<file path="src/shared/irq_fifo_ctrl_defines.vh">
// Constants for the interrupt identification and FIFO control block.
`ifndef IRQ_FIFO_CTRL_DEFINES_VH
`define IRQ_FIFO_CTRL_DEFINES_VH
`define ADDR_W              8
`define OFF_ID_CTRL         8'h08
`define OFF_IRQ_STATUS      8'h20
`define OFF_IRQ_MASK        8'h24
`define OFF_TX_LEVEL        8'h28
`define ID_CTRL_RESET       8'h01
`define BIT_TX_CLEAR        2
`define BIT_DMA_MODE        3
`define POS_THRESH          4
`define POS_RT              6
`define POS_FIFOE           0
`define POS_RFIFOR          1
`define CODE_NONE           4'h1
`define CODE_TX_EMPTY       4'h2
`define CODE_RX_DATA        4'h4
`define CODE_LINE           4'h6
`define CODE_BUSY           4'h7
`define CODE_TIMEOUT        4'hc
`define TX_DEPTH            5'h10
`define LVL_W               5
`define THRESH_EMPTY        2'h0
`define THRESH_TWO          2'h1
`define THRESH_QUARTER      2'h2
`define THRESH_HALF         2'h3
`define EV_W                3
`define EV_TX_EMPTY         0
`define EV_CLEAR            1
`define EV_DMA_TX           2
`endif

</file>
<file path="src/irq_id_encode.v">
// Priority encoder that turns pending interrupt sources into the four-bit code.
`timescale 1ns/1ps
`include "irq_fifo_ctrl_defines.vh"
module irq_id_encode (
	input  wire       line_status,
	input  wire       rx_data,
	input  wire       char_timeout,
	input  wire       tx_empty,
	input  wire       busy,
	output reg  [3:0] code
);
	// Only the single highest pending source is reported.
	always @* begin
		if (line_status) begin
			code = `CODE_LINE;
		end else if (rx_data) begin
			code = `CODE_RX_DATA;
		end else if (char_timeout) begin
			code = `CODE_TIMEOUT;
		end else if (tx_empty) begin
			code = `CODE_TX_EMPTY;
		end else if (busy) begin
			code = `CODE_BUSY;
		end else begin
			code = `CODE_NONE;
		end
	end
endmodule // irq_id_encode

</file>
<file path="src/uart_irq_id_fifo_control.v">
// Interrupt identification and FIFO control register with AXI4-Lite access.
//
// Implementation choices: the AXI4-Lite slave port and the register offsets.
`timescale 1ns/1ps
`include "irq_fifo_ctrl_defines.vh"
module uart_irq_id_fifo_control (
	input  wire                core_clk,
	input  wire                reset_n,
	input  wire                clk_en,
	input  wire [`ADDR_W-1:0]  s_axi_awaddr,
	input  wire                s_axi_awvalid,
	output wire                s_axi_awready,
	input  wire [31:0]         s_axi_wdata,
	input  wire [3:0]          s_axi_wstrb,
	input  wire                s_axi_wvalid,
	output wire                s_axi_wready,
	output reg  [1:0]          s_axi_bresp,
	output reg                 s_axi_bvalid,
	input  wire                s_axi_bready,
	input  wire [`ADDR_W-1:0]  s_axi_araddr,
	input  wire                s_axi_arvalid,
	output wire                s_axi_arready,
	output reg  [31:0]         s_axi_rdata,
	output reg  [1:0]          s_axi_rresp,
	output reg                 s_axi_rvalid,
	input  wire                s_axi_rready,
	input  wire                prog_tx_empty_mode,
	input  wire                tx_empty_enable,
	input  wire                line_status_irq,
	input  wire                rx_data_irq,
	input  wire                char_timeout_irq,
	input  wire                busy_irq,
	input  wire                rx_req_level,
	input  wire [`LVL_W-1:0]   tx_level,
	input  wire                tx_done,
	output reg                 tx_queue_clear,
	output reg                 rx_queue_clear,
	output reg                 fifo_enable,
	output reg  [1:0]          rx_trigger,
	output wire                dma_tx_req_n,
	output wire                dma_rx_req_n,
	output reg  [1:0]          tx_empty_threshold,
	output reg                 transfer_request_signalling,
	output wire                irq
);
	reg                 aw_held_q;
	reg [`ADDR_W-1:0]   aw_addr_q;
	reg                 w_held_q;
	reg [31:0]          w_data_q;
	reg [3:0]           w_strb_q;
	reg [`EV_W-1:0]     status_q;
	reg [`EV_W-1:0]     mask_q;
	reg                 dma_tx_req_q;
	reg                 dma_rx_req_q;
	reg                 tx_empty_prev_q;
	reg                 dma_tx_prev_q;

	wire [3:0]          pending_interrupt_code;
	wire                tx_empty_irq;
	wire                at_threshold;
	wire                wr_fire;
	wire                rd_fire;
	wire                status_rd;
	wire [2:0]          wr_sel;
	wire [2:0]          rd_sel;
	wire [`EV_W-1:0]    events;
	genvar              g;

	// Register selectors shared by the write and read decoders.
	localparam [2:0] SEL_NONE   = 3'h0;
	localparam [2:0] SEL_CTRL   = 3'h1;
	localparam [2:0] SEL_STATUS = 3'h2;
	localparam [2:0] SEL_MASK   = 3'h3;
	localparam [2:0] SEL_LEVEL  = 3'h4;

	// Maps a byte address onto one of the mapped registers, or onto SEL_NONE when no register sits there.
	function [2:0] reg_sel;
		input [`ADDR_W-1:0] addr;
		begin
			case (addr)
				`OFF_ID_CTRL:    reg_sel = SEL_CTRL;
				`OFF_IRQ_STATUS: reg_sel = SEL_STATUS;
				`OFF_IRQ_MASK:   reg_sel = SEL_MASK;
				`OFF_TX_LEVEL:   reg_sel = SEL_LEVEL;
				default:         reg_sel = SEL_NONE;
			endcase
		end
	endfunction

	// Translates the two-bit threshold into a FIFO fill level.
	function [`LVL_W-1:0] thresh_level;
		input [1:0] sel;
		begin
			case (sel)
				`THRESH_EMPTY:   thresh_level = 5'h00;
				`THRESH_TWO:     thresh_level = 5'h02;
				`THRESH_QUARTER: thresh_level = `TX_DEPTH >> 2;
				`THRESH_HALF:    thresh_level = `TX_DEPTH >> 1;
				default:         thresh_level = 5'h00;
			endcase
		end
	endfunction

	// Level at or below the threshold; in plain mode only an empty queue counts.
	assign at_threshold = (tx_level <= thresh_level(tx_empty_threshold));
	assign tx_empty_irq = tx_empty_enable &
		(prog_tx_empty_mode ? at_threshold : (tx_level == 5'h00));

	irq_id_encode u_enc (
		.line_status  (line_status_irq),
		.rx_data      (rx_data_irq),
		.char_timeout (char_timeout_irq),
		.tx_empty     (tx_empty_irq),
		.busy         (busy_irq),
		.code         (pending_interrupt_code)
	);

	assign s_axi_awready = ~aw_held_q & ~s_axi_bvalid;
	assign s_axi_wready  = ~w_held_q & ~s_axi_bvalid;
	assign s_axi_arready = ~s_axi_rvalid;
	assign wr_fire = aw_held_q & w_held_q & ~s_axi_bvalid;
	assign rd_fire = s_axi_arvalid & s_axi_arready;
	// The write side decodes the held address, the read side the live one.
	assign wr_sel = reg_sel(aw_addr_q);
	assign rd_sel = reg_sel(s_axi_araddr);
	// A taken read of the status register clears it; events still win that cycle.
	assign status_rd = rd_fire & (rd_sel == SEL_STATUS);

	// Write address capture; the data channel may arrive earlier or later.
	always @(posedge core_clk or negedge reset_n) begin
		if (!reset_n) begin
			aw_held_q <= 1'b0;
			aw_addr_q <= {`ADDR_W{1'b0}};
		end else if (clk_en) begin
			if (s_axi_awvalid && s_axi_awready) begin
				aw_held_q <= 1'b1;
				aw_addr_q <= s_axi_awaddr;
			end else if (wr_fire) begin
				aw_held_q <= 1'b0;
			end
		end
	end

	// Write data capture; only the low byte lane matters for stored fields.
	always @(posedge core_clk or negedge reset_n) begin
		if (!reset_n) begin
			w_held_q <= 1'b0;
			w_data_q <= 32'h0000_0000;
			w_strb_q <= 4'h0;
		end else if (clk_en) begin
			if (s_axi_wvalid && s_axi_wready) begin
				w_held_q <= 1'b1;
				w_data_q <= s_axi_wdata;
				w_strb_q <= s_axi_wstrb;
			end else if (wr_fire) begin
				w_held_q <= 1'b0;
			end
		end
	end

	// Write side fields live in their own flops, never in the code path.
	always @(posedge core_clk or negedge reset_n) begin
		if (!reset_n) begin
			fifo_enable                 <= 1'b1;
			rx_trigger                  <= 2'h0;
			tx_empty_threshold          <= 2'h0;
			transfer_request_signalling <= 1'b0;
			tx_queue_clear              <= 1'b0;
			rx_queue_clear              <= 1'b0;
			mask_q                      <= {`EV_W{1'b0}};
			s_axi_bvalid                <= 1'b0;
			s_axi_bresp                 <= 2'h0;
		end else if (clk_en) begin
			tx_queue_clear <= 1'b0;
			rx_queue_clear <= 1'b0;
			if (s_axi_bvalid && s_axi_bready) begin
				s_axi_bvalid <= 1'b0;
			end
			if (wr_fire) begin
				s_axi_bvalid <= 1'b1;
				s_axi_bresp  <= 2'h0;
				if (wr_sel == SEL_CTRL) begin
					if (w_strb_q[0]) begin
						tx_empty_threshold          <= w_data_q[`POS_THRESH+1:`POS_THRESH];
						rx_trigger                  <= w_data_q[`POS_RT+1:`POS_RT];
						transfer_request_signalling <= w_data_q[`BIT_DMA_MODE];
						tx_queue_clear              <= w_data_q[`BIT_TX_CLEAR];
						rx_queue_clear              <= w_data_q[`POS_RFIFOR];
						fifo_enable                 <= w_data_q[`POS_FIFOE];
						// Toggling the enable flushes both queues.
						if (w_data_q[`POS_FIFOE] != fifo_enable) begin
							tx_queue_clear <= 1'b1;
							rx_queue_clear <= 1'b1;
						end
					end
				end else if (wr_sel == SEL_MASK) begin
					if (w_strb_q[0]) begin
						mask_q <= w_data_q[`EV_W-1:0];
					end
				end else if (wr_sel == SEL_NONE) begin
					s_axi_bresp <= 2'h2;
				end
			end
		end
	end

	// Mode 0 follows the level; mode 1 holds the request until the burst is done.
	always @(posedge core_clk or negedge reset_n) begin
		if (!reset_n) begin
			dma_tx_req_q <= 1'b0;
			dma_rx_req_q <= 1'b0;
		end else if (clk_en) begin
			if (!transfer_request_signalling) begin
				dma_tx_req_q <= (tx_level == 5'h00);
				dma_rx_req_q <= rx_req_level;
			end else begin
				// Releasing on a full queue too keeps a lost done pulse from pinning the request.
				if (at_threshold) begin
					dma_tx_req_q <= 1'b1;
				end else if (tx_done || tx_level == `TX_DEPTH) begin
					dma_tx_req_q <= 1'b0;
				end
				if (rx_req_level) begin
					dma_rx_req_q <= 1'b1;
				end else if (rx_data_irq == 1'b0) begin
					dma_rx_req_q <= 1'b0;
				end
			end
		end
	end
	assign dma_tx_req_n = ~dma_tx_req_q;
	assign dma_rx_req_n = ~dma_rx_req_q;

	// Edge detectors start low, so a level already high after reset counts once.
	always @(posedge core_clk or negedge reset_n) begin
		if (!reset_n) begin
			tx_empty_prev_q <= 1'b0;
			dma_tx_prev_q   <= 1'b0;
		end else if (clk_en) begin
			tx_empty_prev_q <= tx_empty_irq;
			dma_tx_prev_q   <= dma_tx_req_q;
		end
	end
	assign events = {dma_tx_req_q & ~dma_tx_prev_q, tx_queue_clear,
		tx_empty_irq & ~tx_empty_prev_q};

	// One sticky flop per event; an event in the clearing read's cycle wins.
	generate
		for (g = 0; g < `EV_W; g = g + 1) begin : g_status
			always @(posedge core_clk or negedge reset_n) begin
				if (!reset_n) begin
					status_q[g] <= 1'b0;
				end else if (clk_en) begin
					if (events[g]) begin
						status_q[g] <= 1'b1;
					end else if (status_rd) begin
						status_q[g] <= 1'b0;
					end
				end
			end
		end
	endgenerate

	// Read data path; the answer stands until the master takes it.
	always @(posedge core_clk or negedge reset_n) begin
		if (!reset_n) begin
			s_axi_rvalid <= 1'b0;
			s_axi_rdata  <= 32'h0000_0000;
			s_axi_rresp  <= 2'h0;
		end else if (clk_en) begin
			if (s_axi_rvalid && s_axi_rready) begin
				s_axi_rvalid <= 1'b0;
			end
			if (rd_fire) begin
				s_axi_rvalid <= 1'b1;
				s_axi_rresp  <= 2'h0;
				s_axi_rdata  <= 32'h0000_0000;
				case (rd_sel)
					SEL_CTRL: begin
						// Upper code bits at 3:2, lower at 1:0; 7:6 show enable.
						s_axi_rdata[7:0] <= {{2{fifo_enable}}, 2'h0,
							pending_interrupt_code[3:2],
							pending_interrupt_code[1:0]};
					end
					SEL_STATUS: s_axi_rdata[`EV_W-1:0] <= status_q;
					SEL_MASK:   s_axi_rdata[`EV_W-1:0] <= mask_q;
					SEL_LEVEL:  s_axi_rdata[`LVL_W-1:0] <= tx_level;
					default:         s_axi_rresp <= 2'h2;
				endcase
			end
		end
	end

	assign irq = |(status_q & mask_q);
endmodule // uart_irq_id_fifo_control

</file>
<file path="config.mk">
export PLATFORM = sky130hd
export DESIGN_NAME = uart_irq_id_fifo_control
export DESIGN_NICKNAME = d
export VERILOG_FILES = /design/src/irq_id_encode.v /design/src/uart_irq_id_fifo_control.v
export VERILOG_INCLUDE_DIRS = /design/src /design/src/shared
export SDC_FILE = /design/constraint.sdc
export NUM_CORES = 1
export LEC_CHECK = 0
export CAP_MARGIN = 20
export CORE_UTILIZATION = 30
export DETAILED_ROUTE_END_ITERATION = 8
export DONT_BUFFER_PORTS = 1
export GPL_TIMING_DRIVEN = 1
export PLACE_DENSITY = 0.43
export RECOVER_POWER = 25
export SLEW_MARGIN = 20
export SYNTH_ARGS = -nofsm -noshare
export SYNTH_HDL_FRONTEND = slang
export SYNTH_HIERARCHICAL = 1
export SYNTH_SLANG_ARGS = --single-unit
export TNS_END_PERCENT = 100
</file>
<file path="constraint.sdc">
create_clock -name core_clk -period 3.1 [get_ports core_clk]
set_input_delay 0.62 -clock core_clk [delete_from_list [all_inputs] [get_ports core_clk]]
set_output_delay 0.62 -clock core_clk [all_outputs]
set_load 0.005 [all_outputs]
</file>
==> qor.csv <==
stage,metric,value,unit
status,outcome,"complete, but fails checks",
status,violations,"capacitance limit, slew limit",
critical_path,rrSetupSlack,0.89,ns
clocking,clk_pin_slew,0.09,ns
critical_path,reg2reg_from,tx_empty_threshold[0],
critical_path,crit_type,input pin to async pin,
die,floorplan.initialDensity,0.312,
critical_path,cp_data_arrival_time,2.25,ns
place,io_buffers,0,
power,power.switching,0.000496,W
power,finalPower,0.00166,W
hold_path,hold_path.class,input pin to async pin,
synthesis,synth_adder_area_share,0.0154,
timing,finalCritPeriodShare,0.733,
timing,maxSlewViolCount,47,
timing,holdWs,0.151,ns
synthesis,yosys_warnings,6,
finish,final_area,2570,um2
synthesis,yosys.area_share.xor_xnor,0.00360,
clocking,cts_buffer_depth,2,
synthesis,synth.area.mux_share,0.153,
timing,fmaxAchievable,440,MHz
finish,layout-drive-gt1-share,0.225,
power,powerDensity,645,nW/um2
grt,grt_max_degree,47,
clocking,cts-buffers-inserted,5,
grt,grtUsageTotal,0.119,
clocking,clock_latency,0.30,ns
timing,setup_viol,0,
synthesis,ys_ff_latch,47,
synthesis,synth_edf_count,0,
critical_path,crit_buf_inv,1,
drt,dr.pass1.iters,4,
synthesis,avgSynthCellArea,11.2,um2
power,comb_power_share,0.203,
synthesis,synth_top_area_share,0.473,
critical_path,max_stage_delay,1.62,ns
synthesis,ys.flop_type,dfrtp_1,
grt,grt_pass1_vias,1535,
drt,vias,1528,
place,place.detailed.hpwl,3.56,mm
finish,area_growth,5.55,%
power,vdd_drop_max,0.297,mV
clocking,post_cts_buffers,0,
die,num_io_pins,125,
critical_path,cp_slowest_cell,dlymetal6s4s_1,
power,internal-power,0.00116,W
critical_path,crit_required,3.08,ns
finish,fillers,842,
critical_path,path_delay_family,buffers and inverters,
grt,grt_pass1_wl,7.78,mm
critical_path,cp_max_fo,46,
power,clkPwrFrac,0.242,
synthesis,async_reset_ff_frac,1.00,
timing,hold_viol,0,
synthesis,synth_compound_area_frac,0.0955,
drt,drtIter0Drc,35,
drt,drtAntennaViolNets,0,
job,drv_cap,1,
die,core-area,7810,um2
synthesis,ys_top_cells_by_area,"dfrtp_1 47%, mux2_2 12%, buf_4 8.6%",
timing,min_period,2.27,ns
power,power_frac_seq,0.555,
synthesis,synth_top_family_by_area,multiplexers,
critical_path,crit_chain,dlymetal6s4s_1,
drt,post-route-drc-count,0,
die,num_rows,32,
critical_path,worstSetupStartpointType,input pin,
clocking,cts_root_buf,clkbuf_8,
synthesis,synth-seq-area-share,0.483,
clocking,clock_sinks,47,
synthesis,synth_cell_types,47,
timing,relSlewSlack,-0.434,
critical_path,worstSetupEndpointType,async pin,
drt,viasPerCell,4.72,
synthesis,syn_inst,217,
timing,finalSetupTns,0,ns
synthesis,netlist_area,2440,um2
power,leakage,1.18,nW
clocking,cts_tree,yes,
finish,antenna_cells,0,
timing,finClkSkew,0.00542,ns
grt,grt_remaining_overflow,0,
place,routabilityCongestion,0.706,
synthesis,synthSimpleGateAreaFrac,0.129,
clocking,htreeDepth,2,
power,p_sw_frac,0.299,
drt,avgRoutedWirePerCell,15.2,um
place,dpl_cell_area,2460,um2
grt,grt_antenna_before_repair,0,
timing,tightest_slew,2.15,ns
die,fp.dieH,92.1,um
critical_path,r2r_cells,10,
timing,rsz0062_at_grt,false,
die,die-area,8480,um2
clocking,ctsResizeCount,0,
synthesis,synth_top_area_cell,dfrtp_1,
finish,final_nets,297,
critical_path,reg2reg_to,s_axi_rdata[0],
die,die_w,92.1,um
drt,postRouteWirelength,4.91,mm
==> cells by family after synthesis <==
group                    after synthesis
AND/OR/NAND/NOR                       50
flip-flops                            47
buffers and inverters                 47
AO/OA/AOI/OAI                         34
multiplexers                          34
adder cells (fa/ha/maj)                3
other                                  1
XOR/XNOR                               1
==> worst reg2reg max path, cell delays in order (launching register included) <==
cell      delay (ns)
dfrtp_1         0.44
nand2b_1        0.17
ha_1            0.29
nand2_1         0.05
o21ai_0         0.21
a31oi_1         0.13
buf_4           0.17
nor4_2          0.24
mux2i_1         0.12
o22a_1          0.20
o21ai_0         0.12
==> how the worst max path moves through the flow <==
| stage | from | to | cells past startpoint |
|---|---|---|---|
| 6_report | reset_n | mask_q[2] | 1 |
| 2_1_floorplan | tx_level[3] | s_axi_rdata[1] | 9 |
| 5_1_grt | reset_n | mask_q[2] | 1 |
| 3_3_place_gp | tx_level[1] | s_axi_rdata[1] | 9 |
| 4_1_cts | tx_empty_threshold[0] | s_axi_rdata[0] | 10 |
| 3_5_place_dp | tx_level[1] | s_axi_rdata[1] | 9 |
==> cells in the mapped netlist, drive strengths merged, types with 2 or more instances <==
| cell | instances |
|---|---|
| nand4b | 2 |
| nand2 | 20 |
| mux2i | 8 |
| dfrtp | 46 |
| nand2b | 2 |
| clkbuf | 4 |
| nor2 | 8 |
| nor4bb | 2 |
| nor4 | 2 |
| a21o | 2 |
| o22a | 3 |
| o22ai | 2 |
| o21ai | 13 |
| buf | 29 |
| mux2 | 26 |
| or4 | 2 |
| nor3 | 2 |
| a31oi | 2 |
| ha | 3 |
| nand3b | 3 |
| inv | 14 |
| a21oi | 2 |
==> stage by stage <==
stage                      util  setup WS [ns]  instances
final                     0.329          0.829        324
after global routing      0.329          0.341        324
after CTS                 0.331          0.855        324
after detailed placement  0.315          0.727        315
after global placement    0.315          0.761        315
after floorplan               -          0.881        243
==> sequential cells by signal, summed over array words and instances, names as in the netlist <==
register / count
aw_addr_q: 8
aw_held_q: 1
dma_rx_req_q: 1
dma_tx_prev_q: 1
dma_tx_req_q: 1
fifo_enable: 1
mask_q: 3
rx_queue_clear: 1
rx_trigger: 2
s_axi_bresp: 1
s_axi_bvalid: 1
s_axi_rdata: 6
s_axi_rresp: 1
s_axi_rvalid: 1
status_q: 3
transfer_request_signalling: 1
tx_empty_prev_q: 1
tx_empty_threshold: 2
tx_queue_clear: 1
w_data_q: 8
w_held_q: 1
w_strb_q: 1
==> power groups by stage <==
stage               Clock [W]  Sequential (W)  Combinational (W)
floorplan                   0        0.000892           0.000314
global placement            0        0.000935           0.000321
detailed placement          0        0.000937           0.000331
CTS                  0.000426        0.000924           0.000348
global route         0.000441        0.000949           0.000383
finish               0.000401        0.000920           0.000337
==> layer usage <==
layer | part of all wire | routed length [um] | track usage
met4 | 0.0086 | 42 | 0.0313
met1 | 0.43 | 2120 | 0.146
met2 | 0.47 | 2300 | 0.193
met5 | 0 | 0 | 0
met3 | 0.090 | 441 | 0.0481
==> cell type report <==
type / count / area (um2) / area share
Clock buffer: 6 / 82.6 / 0.0321
Multi-Input combinational cell: 149 / 1080 / 0.420
Timing Repair Buffer: 4 / 35.0 / 0.0136
Tap cell: 102 / 128 / 0.0496
Sequential cell: 47 / 1180 / 0.458
Clock inverter: 2 / 16.3 / 0.00633
Inverter: 14 / 52.6 / 0.0204
==> what timing repair did <==
action                                 CTS  global route
setup endpoints to repair                0             0
endpoints found under the hold margin   46             0
hold buffers                             1             0
==> placed cells by master (no fill, tap or decap), types with 2 or more instances in the layout <==
master,count
ha_1,3
inv_1,14
clkbuf_8,6
nor4bb_2,2
mux2i_1,8
a21oi_1,2
nand4b_1,2
nand2b_1,2
a31oi_1,2
o22ai_1,2
nor2_1,8
conb_1,27
nand3b_1,2
a21o_1,2
dfrtp_1,46
buf_4,3
o21ai_0,12
nor3_1,2
mux2_2,26
o22a_1,3
nand2_1,20
Note: power is estimated with default switching activity, not from simulation.
